==> src/rtl/inq_pkg.sv <==
// Constants and types for the standard identification responder
package inq_pkg;
  // Response geometry
  localparam int unsigned RESP_LEN  = 106;
  localparam logic [7:0]  RESP_LEN_B = 8'h6a;
  localparam logic [6:0]  LAST_IDX   = 7'h69;

  // Fixed header bytes
  localparam logic [2:0] QUAL_ATTACHED = 3'h0;
  localparam logic [4:0] TYPE_SEQ      = 5'h01;
  localparam logic [7:0] LUN_INVALID   = 8'h7f;
  localparam logic       REMOVABLE     = 1'b1;
  localparam logic [6:0] TYPE_MODIFIER = 7'h00;
  localparam logic [1:0] ISO_VER       = 2'h0;
  localparam logic [2:0] ECMA_VER      = 3'h0;
  localparam logic [2:0] ANSI_VER      = 3'h2;
  localparam logic [3:0] RESP_FMT      = 4'h2;
  localparam logic [7:0] ADD_LEN       = 8'h65;
  localparam logic [7:0] CAPS_VAL      = 8'h10;
  localparam logic [7:0] SPACE         = 8'h20;

  // Byte positions of the header and text fields
  localparam logic [6:0] IDX_B0    = 7'h00;
  localparam logic [6:0] IDX_B1    = 7'h01;
  localparam logic [6:0] IDX_B2    = 7'h02;
  localparam logic [6:0] IDX_B3    = 7'h03;
  localparam logic [6:0] IDX_B4    = 7'h04;
  localparam logic [6:0] IDX_B7    = 7'h07;
  localparam logic [6:0] VEND_LO   = 7'h08;
  localparam logic [6:0] VSPEC_LO  = 7'h24;
  localparam logic [6:0] RSV_LO    = 7'h38;
  localparam logic [6:0] SER_LO    = 7'h60;
  localparam logic [6:0] SER_SHIFT = 7'h30;

  // Identity storage: 15 words, text packed first character in lane 0
  localparam int unsigned CFG_WORDS = 15;
  localparam logic [31:0] CFG_RST   = 32'h20202020;

  // Register map (byte addresses)
  localparam logic [7:0] ADDR_STATUS = 8'h00;
  localparam logic [7:0] ADDR_CTRL   = 8'h04;
  localparam logic [7:0] ADDR_CFG    = 8'h40;
  localparam logic       CTRL_RST    = 1'b0;
  localparam logic [1:0] RESP_OKAY   = 2'b00;
  localparam logic [1:0] RESP_SLVERR = 2'b10;

  // Transfer sequencer states
  typedef enum logic [1:0] {
    ST_IDLE = 2'b00,
    ST_SEND = 2'b01,
    ST_DONE = 2'b10
  } state_t;
endpackage

==> src/rtl/cfg_if.sv <==
`timescale 1ns/1ns
// Carrier between the responder core and its byte lookup
interface cfg_if;
  logic [31:0] words [inq_pkg::CFG_WORDS];
  logic        custom_en;
  logic        lun_bad;
  logic [6:0]  index;
  logic [7:0]  data;

  modport drive  (output words, custom_en, lun_bad, index, input data);
  modport lookup (input words, custom_en, lun_bad, index, output data);
endinterface // cfg_if

==> src/rtl/inq_byte_table.sv <==
`timescale 1ns/1ns
// Indexed lookup of one response byte from fixed values and storage
module inq_byte_table (
  // Index in, byte out, storage contents
  cfg_if.lookup tbl
);
  logic [6:0]  rel;
  logic [3:0]  widx;
  logic [31:0] word;
  logic [7:0]  lane;

  // Storage word and lane for the text fields; reserved gap is skipped
  always_comb begin
    if (tbl.index < inq_pkg::RSV_LO) begin
      rel = 7'(tbl.index - inq_pkg::VEND_LO);
    end else begin
      rel = 7'(tbl.index - inq_pkg::SER_SHIFT);
    end
    widx = rel[5:2];
    word = (widx < 4'(inq_pkg::CFG_WORDS)) ? tbl.words[widx] : '0;
    lane = word[{rel[1:0], 3'b000} +: 8];
  end

  // Byte selection by position
  always_comb begin
    if (tbl.index == inq_pkg::IDX_B0) begin
      tbl.data = tbl.lun_bad ? inq_pkg::LUN_INVALID
               : {inq_pkg::QUAL_ATTACHED, inq_pkg::TYPE_SEQ};
    end else if (tbl.index == inq_pkg::IDX_B1) begin
      tbl.data = {inq_pkg::REMOVABLE, inq_pkg::TYPE_MODIFIER};
    end else if (tbl.index == inq_pkg::IDX_B2) begin
      tbl.data = {inq_pkg::ISO_VER, inq_pkg::ECMA_VER,
                  inq_pkg::ANSI_VER};
    end else if (tbl.index == inq_pkg::IDX_B3) begin
      tbl.data = {4'h0, inq_pkg::RESP_FMT};
    end else if (tbl.index == inq_pkg::IDX_B4) begin
      tbl.data = inq_pkg::ADD_LEN;
    end else if (tbl.index == inq_pkg::IDX_B7) begin
      tbl.data = inq_pkg::CAPS_VAL;
    end else if (tbl.index >= inq_pkg::VEND_LO &&
                 tbl.index < inq_pkg::VSPEC_LO) begin
      tbl.data = lane;
    end else if (tbl.index >= inq_pkg::VSPEC_LO &&
                 tbl.index < inq_pkg::RSV_LO) begin
      tbl.data = tbl.custom_en ? lane : inq_pkg::SPACE;
    end else if (tbl.index >= inq_pkg::SER_LO &&
                 tbl.index <= inq_pkg::LAST_IDX) begin
      // Unwritten serial characters pad out as blanks
      tbl.data = (lane == 8'h00) ? inq_pkg::SPACE : lane;
    end else begin
      tbl.data = 8'h00;
    end
  end
endmodule // inq_byte_table

==> src/rtl/inq_responder.sv <==
// Added by the designer: the address map and the AXI4-Lite slave port.
`timescale 1ns/1ns
// Standard identification responder: sequencer, registers, AXI-Lite
// Summary of operation
// - Standard response sent when vital select clear
// - Valid unit: qualifier bits read zero
// - Valid unit: device type reads 01h
// - Nonzero unit number: byte 0 is 7Fh
// - Byte 1 bit 7 set, removable
// - Byte 1 low bits read 00h
// - Byte 2 versions ISO 0, ECMA 0, ANSI 2
// - Byte 3: no events, no terminate, format 2h
// - Byte 4 reports 65h further bytes
// - Byte 7 only synchronous bit set
// - Bytes 8-15 manufacturer text, trailing space
// - Bytes 16-31 product name and configuration
// - Bytes 32-35 four character firmware revision
// - Bytes 36-55 blanks unless customer string enabled
// - Bytes 96-105 serial, blank padded at end
// - Send lesser of allocation and 106; zero sends none
// - Runs regardless of media, reservation, attention
module inq_responder (
  // Clock and reset
  input  wire logic        clk,
  input  wire logic        srst,
  // AXI4-Lite write address and data
  input  wire logic [7:0]  s_axi_awaddr,
  input  wire logic        s_axi_awvalid,
  output logic             s_axi_awready,
  input  wire logic [31:0] s_axi_wdata,
  input  wire logic [3:0]  s_axi_wstrb,
  input  wire logic        s_axi_wvalid,
  output logic             s_axi_wready,
  // AXI4-Lite write response
  output logic [1:0]       s_axi_bresp,
  output logic             s_axi_bvalid,
  input  wire logic        s_axi_bready,
  // AXI4-Lite read
  input  wire logic [7:0]  s_axi_araddr,
  input  wire logic        s_axi_arvalid,
  output logic             s_axi_arready,
  output logic [31:0]      s_axi_rdata,
  output logic [1:0]       s_axi_rresp,
  output logic             s_axi_rvalid,
  input  wire logic        s_axi_rready,
  // Decoded command from the target logic
  input  wire logic        cmd_valid,
  output logic             cmd_ready,
  input  wire logic        cmd_vital_data_select,
  input  wire logic [2:0]  cmd_lun,
  input  wire logic [2:0]  ident_lun,
  input  wire logic [7:0]  cmd_alloc_len,
  // Data In byte stream
  output logic             din_valid,
  output logic [7:0]       din_byte,
  output logic             din_last,
  input  wire logic        din_ready,
  // Completion
  output logic             vpd_request,
  output logic             cmd_done
);

  inq_pkg::state_t st_q;
  logic [6:0]      idx_q;
  logic [6:0]      idx_d;
  logic [7:0]      len_q;
  logic [7:0]      len_d;
  logic            lun_bad_q;
  logic            lun_bad_d;
  logic [7:0]      out_byte_q;
  logic            out_valid_q;
  logic            done_q;
  logic            vpd_q;
  logic [7:0]      sent_q;
  logic [15:0]     xfer_cnt_q;
  logic            custom_q;
  logic [31:0]     cfg_q [inq_pkg::CFG_WORDS];
  logic            bvalid_q;
  logic [1:0]      bresp_q;
  logic            rvalid_q;
  logic [1:0]      rresp_q;
  logic [31:0]     rdata_q;
  logic [4:0]      wslot;
  logic [4:0]      rslot;
  logic [31:0]     status_w;
  logic            accept;
  logic            fire;
  logic            last_beat;
  logic            wr_go;
  logic            rd_go;

  // Decode a storage word address into {hit, index}
  function automatic logic [4:0] cfg_slot(input logic [7:0] a);
    logic [7:0] off;
    off = 8'(a - inq_pkg::ADDR_CFG);
    if (a >= inq_pkg::ADDR_CFG && off[1:0] == 2'b00 &&
        off[7:2] < 6'(inq_pkg::CFG_WORDS)) begin
      return {1'b1, off[5:2]};
    end
    return 5'h00;
  endfunction

  // Byte-lane merge honouring write strobes
  function automatic logic [31:0] merge(input logic [31:0] old,
                                        input logic [31:0] nw,
                                        input logic [3:0]  strb);
    logic [31:0] r;
    r = old;
    for (int b = 0; b < 4; b++) begin
      if (strb[b]) begin
        r[8*b +: 8] = nw[8*b +: 8];
      end
    end
    return r;
  endfunction

  // Handshakes; acceptance ignores media, reservation and attention
  assign cmd_ready = (st_q == inq_pkg::ST_IDLE);
  assign accept    = cmd_valid & cmd_ready;
  assign fire      = out_valid_q & din_ready;
  assign last_beat = (8'({1'b0, idx_q}) + 8'h01) == len_q;

  // Lesser of allocation and available bytes
  assign len_d = (cmd_alloc_len > inq_pkg::RESP_LEN_B) ?
                 inq_pkg::RESP_LEN_B : cmd_alloc_len;
  assign lun_bad_d = (|cmd_lun) | (|ident_lun);

  // Next index fed to the lookup so the byte register matches idx_q in the same cycle
  always_comb begin
    if (accept) begin
      idx_d = 7'h00;
    end else if (fire) begin
      idx_d = 7'(idx_q + 7'h01);
    end else begin
      idx_d = idx_q;
    end
  end

  // Byte table wiring; identity text comes from storage
  cfg_if cfg ();
  assign cfg.words     = cfg_q;
  assign cfg.custom_en = custom_q;
  assign cfg.lun_bad   = accept ? lun_bad_d : lun_bad_q;
  assign cfg.index     = idx_d;

  inq_byte_table u_table (
    .tbl (cfg.lookup)
  );

  // Transfer sequencer
  always_ff @(posedge clk) begin
    if (srst) begin
      st_q        <= inq_pkg::ST_IDLE;
      out_valid_q <= 1'b0;
      done_q      <= 1'b0;
      vpd_q       <= 1'b0;
    end else begin
      done_q <= 1'b0;
      vpd_q  <= 1'b0;
      case (st_q)
        inq_pkg::ST_IDLE: begin
          if (accept && cmd_vital_data_select) begin
            vpd_q <= 1'b1;
          end else if (accept && len_d == 8'h00) begin
            st_q   <= inq_pkg::ST_DONE;
            done_q <= 1'b1;
          end else if (accept) begin
            st_q        <= inq_pkg::ST_SEND;
            out_valid_q <= 1'b1;
          end
        end
        inq_pkg::ST_SEND: begin
          if (fire && last_beat) begin
            st_q        <= inq_pkg::ST_DONE;
            out_valid_q <= 1'b0;
            done_q      <= 1'b1;
          end
        end
        inq_pkg::ST_DONE: begin
          st_q <= inq_pkg::ST_IDLE;
        end
        default: begin
          st_q        <= inq_pkg::ST_IDLE;
          out_valid_q <= 1'b0;
        end
      endcase
    end
  end

  // Index, length and unit latch for the transfer under way
  always_ff @(posedge clk) begin
    if (srst) begin
      idx_q     <= 7'h00;
      len_q     <= 8'h00;
      lun_bad_q <= 1'b0;
    end else begin
      idx_q <= idx_d;
      if (accept) begin
        len_q     <= len_d;
        lun_bad_q <= lun_bad_d;
      end
    end
  end

  // Outgoing byte register, reloaded from the lookup every cycle
  always_ff @(posedge clk) begin
    if (srst) begin
      out_byte_q <= 8'h00;
    end else begin
      out_byte_q <= cfg.data;
    end
  end

  // Counters shown in the status word
  always_ff @(posedge clk) begin
    if (srst) begin
      sent_q     <= 8'h00;
      xfer_cnt_q <= 16'h0000;
    end else begin
      if (accept) begin
        sent_q <= 8'h00;
      end else if (fire) begin
        sent_q <= 8'(sent_q + 8'h01);
      end
      if (done_q) begin
        xfer_cnt_q <= 16'(xfer_cnt_q + 16'h0001);
      end
    end
  end

  assign din_valid   = out_valid_q;
  assign din_byte    = out_byte_q;
  assign din_last    = out_valid_q & last_beat;
  assign vpd_request = vpd_q;
  assign cmd_done    = done_q;

  // Status: transfer count, bytes of last transfer, unit flag, busy
  assign status_w = {xfer_cnt_q, sent_q, 6'h00, lun_bad_q,
                     (st_q != inq_pkg::ST_IDLE)};

  // Write path: address and data are taken together
  assign s_axi_awready = s_axi_awvalid & s_axi_wvalid & ~bvalid_q;
  assign s_axi_wready  = s_axi_awready;
  assign wr_go         = s_axi_awready;
  assign wslot         = cfg_slot(s_axi_awaddr);

  // Write response; status is read only and silently ignores writes
  always_ff @(posedge clk) begin
    if (srst) begin
      bvalid_q <= 1'b0;
      bresp_q  <= inq_pkg::RESP_OKAY;
    end else if (wr_go) begin
      bvalid_q <= 1'b1;
      if (wslot[4] || s_axi_awaddr == inq_pkg::ADDR_CTRL ||
          s_axi_awaddr == inq_pkg::ADDR_STATUS) begin
        bresp_q <= inq_pkg::RESP_OKAY;
      end else begin
        bresp_q <= inq_pkg::RESP_SLVERR;
      end
    end else if (s_axi_bready) begin
      bvalid_q <= 1'b0;
    end
  end

  // Control register: enables the customer vendor-specific string
  always_ff @(posedge clk) begin
    if (srst) begin
      custom_q <= inq_pkg::CTRL_RST;
    end else if (wr_go && s_axi_awaddr == inq_pkg::ADDR_CTRL &&
                 s_axi_wstrb[0]) begin
      custom_q <= s_axi_wdata[0];
    end
  end

  // Identity storage words; reset to blanks so unset text pads cleanly
  for (genvar g = 0; g < inq_pkg::CFG_WORDS; g++) begin : g_cfg
    always_ff @(posedge clk) begin
      if (srst) begin
        cfg_q[g] <= inq_pkg::CFG_RST;
      end else if (wr_go && wslot == {1'b1, 4'(g)}) begin
        cfg_q[g] <= merge(cfg_q[g], s_axi_wdata, s_axi_wstrb);
      end
    end
  end

  assign s_axi_bvalid = bvalid_q;
  assign s_axi_bresp  = bresp_q;

  // Read path: one outstanding read, answer one cycle after acceptance
  assign s_axi_arready = ~rvalid_q;
  assign rd_go         = s_axi_arvalid & s_axi_arready;
  assign rslot         = cfg_slot(s_axi_araddr);

  always_ff @(posedge clk) begin
    if (srst) begin
      rvalid_q <= 1'b0;
      rresp_q  <= inq_pkg::RESP_OKAY;
      rdata_q  <= 32'h00000000;
    end else if (rd_go) begin
      rvalid_q <= 1'b1;
      rresp_q  <= inq_pkg::RESP_OKAY;
      rdata_q  <= 32'h00000000;
      if (s_axi_araddr == inq_pkg::ADDR_STATUS) begin
        rdata_q <= status_w;
      end else if (s_axi_araddr == inq_pkg::ADDR_CTRL) begin
        rdata_q <= {31'h00000000, custom_q};
      end else if (rslot[4]) begin
        rdata_q <= cfg_q[rslot[3:0]];
      end else begin
        rresp_q <= inq_pkg::RESP_SLVERR;
      end
    end else if (s_axi_rready) begin
      rvalid_q <= 1'b0;
    end
  end

  assign s_axi_rvalid = rvalid_q;
  assign s_axi_rresp  = rresp_q;
  assign s_axi_rdata  = rdata_q;

  // Checker helpers: beats and allocation seen since the last start
  logic [7:0] chk_beats_q;
  logic [7:0] chk_alloc_q;
  always_ff @(posedge clk) begin
    if (srst) begin
      chk_beats_q <= 8'h00;
      chk_alloc_q <= 8'h00;
    end else if (accept) begin
      chk_beats_q <= 8'h00;
      chk_alloc_q <= cmd_alloc_len;
    end else if (fire) begin
      chk_beats_q <= 8'(chk_beats_q + 8'h01);
    end
  end
endmodule // inq_responder

==> config.mk <==
export PLATFORM = sky130hd
export DESIGN_NAME = inq_responder
export DESIGN_NICKNAME = d
export VERILOG_FILES = /design/src/rtl/inq_pkg.sv /design/src/rtl/cfg_if.sv /design/src/rtl/inq_byte_table.sv /design/src/rtl/inq_responder.sv
export SDC_FILE = /design/constraint.sdc
export NUM_CORES = 2
export LEC_CHECK = 0
export BUFFER_PORTS_ARGS = -buffer_cell sky130_fd_sc_hd__buf_2
export CAP_MARGIN = 40
export CORE_ASPECT_RATIO = 0.9
export CORE_MARGIN = 1
export CORE_UTILIZATION = 55
export DETAILED_ROUTE_END_ITERATION = 10
export PLACE_DENSITY_LB_ADDON = 0.1
export SLEW_MARGIN = 5
export SYNTH_ARGS = -nofsm -noshare
export SYNTH_HDL_FRONTEND = slang
export SYNTH_SLANG_ARGS = --single-unit
==> constraint.sdc <==
create_clock -name clk -period 5.2 [get_ports clk]
set_clock_uncertainty 0.05 [all_clocks]
set_input_delay 0.78 -clock clk [delete_from_list [all_inputs] [get_ports clk]]
set_output_delay 0.78 -clock clk [all_outputs]
set_load 0.05 [all_outputs]
* Yosys cells after proc, flatten, opt, wreduce, memory -nomap -nowiden *
Cells that the tools add are included.

storage, ports and cells
  output and inout port bits = 54
  input bits = 76
  word-level logic and storage cells = 304
  register bits = 572

operators by class
  add/subtract/negate cells = 8
  reduce and logical (&&, ||, !) cells = 106
  $lt $le $gt $ge = 14
  shifts and indexed selects = 1
  mux-type cells = 56
  eq/ne operators = 30
  bitwise logic cells = 13

operator list
  cell                                                               number
  binary-select mux 32 bit (select 4 bit)                            2
  2-to-1 mux 32 bit                                                  8
  AND reduction 2 bit                                                60
  2-to-1 mux 8 bit                                                   12
  == test 5 bit, second input constant                               15
  zero test 8 bit                                                    4
  indexed part select 32 x 6 -> 8 bit                                1
  logical AND 1 bit                                                  27
  2-to-1 mux 7 bit                                                   3
  2-to-1 mux 5 bit                                                   4
  adder 16 x 1 -> 16 bit, second input constant                      1
  == test 8 x 3 -> 1 bit, second input constant                      2
  greater-or-equal comparator 8 x 7 -> 1 bit, second input constant  2
  2-to-1 mux 2 bit                                                   8
  subtractor 8 x 7 -> 8 bit, second input constant                   2
  2-to-1 mux 1 bit                                                   15
  == test 7 x 2 -> 1 bit, second input constant                      2
  == test 7 x 3 -> 1 bit, second input constant                      2
  < comparator 7 x 6 -> 1 bit, second input constant                 2
  < comparator 6 x 4 -> 1 bit, second input constant                 2
  greater-or-equal comparator 5 bit, second input constant           2
  inverter 4 -> 5 bit                                                2
  adder 7 x 1 -> 8 bit, second input constant                        1
  adder 8 x 1 -> 8 bit, second input constant                        1
  other kinds (31)                                                   48

* Depth between registers and ports, before layout *
  word-level depth = 22
  gate-level depth with buffers = 24
  gate-level depth less buffers = 18

* By module *
Synthesis repeated with hierarchy kept, for this count alone.

unflattened totals
  cells, all modules = 4176
  area total of the unflattened synthesis = 31462.7 um^2

by module, submodules not included
  module          area an instance (um^2)  seq. area each (um^2)  times used  cells each
  inq_responder   25878.6                  11410.9                1           3359
  inq_byte_table  5584.1                   0.0                    1           817

* Worst setup path after synthesis *
No wires, ideal clock.

  path type = in2reg
  from = input port din_ready
  to = register out_byte_q[5] (netlist: din_byte[5])
  path buffers = 6
  setup time = 0.069 ns
  arrival = 5.045 ns
  setup slack = 0.036 ns
  cell stages on the path = 23
  cell sequence = buf_2 -> nand2_2 -> nor4_1 -> nor2_2 -> inv_2 -> buf_2 -> clkbuf_1 -> clkbuf_1 -> ha_1 -> nand2b_1 -> nor4_2 -> or2_4 -> buf_6 -> nor4_1 -> or2_1 -> buf_2 -> a221oi_1 -> o21ai_1 -> a41o_1 -> a41oi_1 -> a2bb2oi_1 -> or4b_1 -> o21ai_1

between the ends
  word-level cells in the longest chain between the ends = 22
  elaborated cells between the ends (all ways) = 40
  those cells by class = add/sub (2); order compare (7); eq/ne (5); shift (1); mux (18); bitwise (2); reduce/logical (5)

ends and longest elaborated chain
  element                                    RTL line              text
  from (decl)                                inq_responder.sv:57   input wire logic din_ready,
  AND 1 bit *                                inq_responder.sv:120  assign fire = out_valid_q & din_ready;
  2-to-1 mux 7 bit *                         inq_responder.sv:132  end else if (fire) begin
  2-to-1 mux 7 bit *                         inq_responder.sv:130  if (accept) begin
  via cfg.index[4]                           cfg_if.sv:7           logic [6:0] index;
  subtractor 6 bit (tied with other cells)   inq_byte_table.sv:17  rel = 7'(tbl.index - inq_pkg::SER_SHIFT);
  2-to-1 mux 6 bit                           inq_byte_table.sv:14  if (tbl.index < inq_pkg::RSV_LO) begin
  inverter 4 -> 5 bit (implied by the code)  inq_byte_table.sv:20  word = (widx < 4'(inq_pkg::CFG_WORDS)) ? tbl.words[widx] : '0;
  binary-select mux 32 bit (select 4 bit)    inq_byte_table.sv:20
  (+7 left out)                              -
  2-to-1 mux 8 bit                           inq_byte_table.sv:43  end else if (tbl.index >= inq_pkg::VSPEC_LO &&
  2-to-1 mux 8 bit                           inq_byte_table.sv:40  end else if (tbl.index >= inq_pkg::VEND_LO &&
  2-to-1 mux 8 bit                           inq_byte_table.sv:38  end else if (tbl.index == inq_pkg::IDX_B7) begin
  2-to-1 mux 8 bit                           inq_byte_table.sv:36  end else if (tbl.index == inq_pkg::IDX_B4) begin
  2-to-1 mux 8 bit                           inq_byte_table.sv:34  end else if (tbl.index == inq_pkg::IDX_B3) begin
  2-to-1 mux 8 bit                           inq_byte_table.sv:31  end else if (tbl.index == inq_pkg::IDX_B2) begin
  2-to-1 mux 8 bit                           inq_byte_table.sv:29  end else if (tbl.index == inq_pkg::IDX_B1) begin
  2-to-1 mux 8 bit *                         inq_byte_table.sv:26  if (tbl.index == inq_pkg::IDX_B0) begin
  to (signal assigned)                       inq_responder.sv:210  out_byte_q <= cfg.data;
  to (decl)                                  inq_responder.sv:70   logic [7:0] out_byte_q;

The timed path passes the listed nets; every way through them passes the cells marked *. The select of a mux whose other input is x is not followed.
A chain may end at the register's enable or synchronous reset.

* Worst setup path in the final report *
  from = register idx_q[1]
  to = register out_byte_q[4] (netlist: din_byte[4])

between the ends
  word-level cells in the longest chain between the ends = 22
  elaborated cells between the ends (all ways) = 40
  those cells by class = add/sub (3); order compare (7); eq/ne (5); shift (1); mux (18); bitwise (1); reduce/logical (5)

ends and longest elaborated chain
  element                                               RTL line              text
  from (decl)                                           inq_responder.sv:64   logic [6:0] idx_q;
  from (signal assigned)                                inq_responder.sv:197  idx_q <= idx_d;
  adder 7 x 1 -> 7 bit                                  inq_responder.sv:133  idx_d = 7'(idx_q + 7'h01);
  2-to-1 mux 7 bit *                                    inq_responder.sv:132
  2-to-1 mux 7 bit *                                    inq_responder.sv:130
  subtractor 6 bit (tied with other cells)              inq_byte_table.sv:17
  2-to-1 mux 6 bit                                      inq_byte_table.sv:14
  inverter 4 -> 5 bit (implied by the code)             inq_byte_table.sv:20
  binary-select mux 32 bit (select 4 bit)               inq_byte_table.sv:20
  2-to-1 mux 32 bit (implied by the code) (2 in a row)  inq_byte_table.sv:20
  (+5 left out)                                         -
  2-to-1 mux 8 bit                                      inq_byte_table.sv:43
  2-to-1 mux 8 bit                                      inq_byte_table.sv:40
  2-to-1 mux 8 bit                                      inq_byte_table.sv:38
  2-to-1 mux 8 bit                                      inq_byte_table.sv:36
  2-to-1 mux 8 bit                                      inq_byte_table.sv:34
  2-to-1 mux 8 bit                                      inq_byte_table.sv:31
  2-to-1 mux 8 bit                                      inq_byte_table.sv:29
  2-to-1 mux 8 bit *                                    inq_byte_table.sv:26

Every way passes the cells marked *; elsewhere a longest branch is shown, timed or not. The select of a mux whose other input is x is not followed.

==> summary.md <==
| Metric | Value |
|---|---|
| Register area | 11410 sq um |
| Run status | finished, violations left |
| Worst setup startpoint | idx_q[1] |
| WP data required | 5.64 ns |
| Final global-route overflow total | 0 |
| Layout cell share with drive strength beyond 1 | 11.49% |
| Leak Pwr | 12.86 nW |
| Hold Crit Start | s_axi_rready |
| Crit start category | register |
| Violated checks | design-rule violations |
| Pin count of the biggest net entering global routing | 167 |
| Post-synthesis cell count | 4365 |
| Initial antenna violation count | 14 |
| Yosys Warn Count | 0 |
| Gpl congestion | 1.073 |
| Crit-path slowest cell | nor2_4 |
| NumNets Final | 4440 |
| Pins Over Slew Limit | 0 |
| CTS tree | built |
| Finished Cell Area | 35420 sq um |
| Post-Route WL | 143800 microns |
| Commonest non-fill, non-tap cell in the layout | nand2_1 |
| Cell Chain, Critical Path | ha_1 > nand3_1 > nor4_1 > nor2_4 > inv_2 > ha_1 > nand2b_1 > nor4_2 > or2_4 > nor3_4 > nor2_4 > buf_4 > mux2_2 > a21oi_1 > o21ai_0 > a311oi_1 > buf_4 > o31ai_1 > a21oi_1 > nor2_1 |
| Max-cap violations | 0 |
| Crit end category | register |
| Most used DFF post-synth | dfxtp_1 |
| Die height | 228.5 microns |
| CTS buffer count | 59 |
| Sequential fraction of the synthesis area | 36.39% |
| Critical path buffers and inverters | 3 |
| Site row count | 82 |
| Worst VDD drop | 0.2697 mV |
| WS Path Type | register to register |
| Number of setup violations in the final report | 0 |
| Commonest cells after routing, fill and taps aside | 1178 x nand2_1, 570 x dfxtp_1, 529 x a21oi_1 |
| Power Dens Cells | 271.3 nW/um^2 |
| Detailed placement HPWL | 99720 microns |
| Die width | 253.7 microns |
| Worst EP arrival | 5.50 ns |
| Ports | 130 |
| Min Tclk post-route | 5.056 ns |
| TNS Setup | 0 ns |
| CTS H-tree depth | 2 |
| Cell variety after synth | 92 |
| Initial drt markers | 6097 |
| Reg2Reg Launch Point | idx_q[1] |
| Clock slew seen by the registers of the worst setup and hold paths | 0.06 ns |
| Multi-input gate area | 18450 sq um |
| Max Freq | 197.8 MHz |
| Fin cells | 5165 |
| Top delay family on crit path | simple AND/OR/NAND/NOR gates |
| Core Area | 56020 sq um |
| Placed cell area | 33340 sq um |
| All-Layer GR Usage | 48.28% |
| Die area | 57980 sq um |
| Min-delay worst type | primary input to register |
| Vias per cell | 6.854 |
| Max-slew headroom | 35.22% |
| Vias in the first global route | 31.59k |
| Syn Area/Cell | 7.185 sq um |
| Cells after DPL | 5050 |
| CP Max Fanout | 12 |
| FFs w/ async S/R, synth | 0% |
| Final Hold Violating Endpoints | 0 |
| I/O Buffers | 127 |
| First-pass GRT wire length | 210400 microns |
| WL/cell | 27.83 microns |
| Clock sinks | 570 |
| Crit-path max cell delay | 0.47 ns |
| Synth Cell Area | 31360 sq um |
| Clock root cell | clkbuf_16 |
| RSZ-0062 raised after global routing | false |
| Synth-to-layout area growth | 12.94% |
| Routed vias | 35.40k |
| Worst Tran Pin Value | 0.9681 ns |
| Initial Utilization | 55.98% |
| Pre-CTS WS | 0.08380 ns |
| Postcts setup bufs | 0 |
| Post-synth EDFFs | 0 |
| Clk_lat worst skew | 0.64 ns |
| Clock buffer depth | 3 |
| Residual DRC | 6 |
| Synth Register Bits | 570 |
| Antenna Nets Post-Route | 0 |
| Fin worst setup slack | 0.1445 ns |
| Fillcell total | 5147 |
| Period utilization | 97.22% |
| First-pass iteration count of the detailed router | 11 |
sequential cells by signal, indices dropped and copies added (netlist names), 2 cells and up:
register	flops
cfg.words	480
din_byte	8
idx_q	7
len_q	8
s_axi_rdata	32
sent_q	8
st_q	2
xfer_cnt_q	16
synth_stat cells (all sizes together) (4+ instances only):
cell type	number	area share (%)
a211oi	74	1.8
nand2b	6	0.12
o221ai	4	0.11
clkbuf	314	3.8
ha	8	0.32
buf	88	1.4
a2111oi	8	0.22
dfxtp	570	36
nor3	65	1.1
a22oi	24	0.59
a32oi	9	0.25
o21ai	87	1.4
nand3	481	7.7
xor2	21	0.59
mux2	15	0.55
xnor2	14	0.39
and3	68	1.4
nand2	1182	14
nor4	16	0.36
a311oi	19	0.53
mux4	6	0.43
a221o	7	0.22
a221oi	62	1.8
a222oi	52	1.7
or2	6	0.13
nand3b	43	1.0
and2	27	0.54
nor2	166	2.1
nand4	18	0.36
a31oi	48	0.96
mux2i	157	5.0
nor2b	8	0.16
inv	10	0.13
o31ai	9	0.22
o211ai	14	0.34
o21a	4	0.096
a211o	24	0.67
or3	7	0.14
a32o	4	0.13
a22o	12	0.34
a21oi	531	8.5
o22ai	21	0.42
worst reg2reg max path, cell delays in order (launching register included):
cell      delay, ns
dfxtp_1        0.40
ha_1           0.27
nand3_1        0.24
nor4_1         0.42
nor2_4         0.09
inv_2          0.08
ha_1           0.20
nand2b_1       0.08
nor4_2         0.30
or2_4          0.36
nor3_4         0.08
nor2_4         0.47
buf_4          0.29
mux2_2         0.34
a21oi_1        0.19
o21ai_0        0.10
a311oi_1       0.42
buf_4          0.22
o31ai_1        0.09
a21oi_1        0.19
nor2_1         0.06
layout make-up:
type / instances / area share [%]
Antenna cell: 7 / 0.04945
Clock buffer: 88 / 5.048
Clock inverter: 19 / 0.7348
Inverter: 11 / 0.1236
Multi-Input combinational cell: 3383 / 52.08
Sequential cell: 570 / 32.22
Tap cell: 756 / 2.671
Timing Repair Buffer: 331 / 7.079
cell families after synthesis:
kind of cell	Yosys count	synth area share (%)
flops	570	36.39
compound gates	1055	21.39
other cells	1	0.01196
fa+ha+maj	8	0.3192
xor+xnor	35	0.9775
buf+inv	413	5.334
simple gates	2105	29.59
mux	178	5.992
through the flow:
stage	total power, mW	hold WS [ns]	utilization, %
after CTS	9.563	0.2741	63.18
after global routing	9.801	0.3030	63.20
after floorplan	4.897	0.3944	-
after detailed placement	5.144	0.4025	59.52
after global placement	5.137	0.3919	59.32
final	9.610	0.2816	63.23
repair_timing:
| item | 4_1_cts | 5_1_grt |
|---|---|---|
| endpoints found under the setup margin | 0 | 3 |
| hold endpoints to repair | 0 | 0 |
| hold buffers | 0 | 0 |
| gates resized for setup | 0 | 1 |
power by group:
group / total (mW) / internal [mW] / switching, mW / leakage, nW
sequential: 4.42 / 4.40 / 0.0205 / 4.60
clock: 4.53 / 2.66 / 1.87 / 1.00
combinational: 0.662 / 0.145 / 0.517 / 7.26
total: 9.61 / 7.20 / 2.41 / 12.9
routing by layer:
| layer | share of wire, % | GRT usage (%) | vias to the layer above |
|---|---|---|---|
| met2 | 40 | 66.21 | 2791 |
| met1 | 38 | 65.43 | 16580 |
| li1 | - | - | 15540 |
| met5 | 0.044 | 0 | - |
| met3 | 17 | 18.71 | 479 |
| met4 | 5.5 | 23.49 | 10 |
path summary, 6_finish.rpt:
path	endpoint	slack [ns]	cells past startpoint
setup / recovery	din_byte[4]	0.14	20
hold / removal	s_axi_rvalid	0.28	2
setup reg to reg	din_byte[4]	0.14	20
hold reg to reg	s_axi_rdata[4]	0.41	2
(Power assumes the default switching activity.)
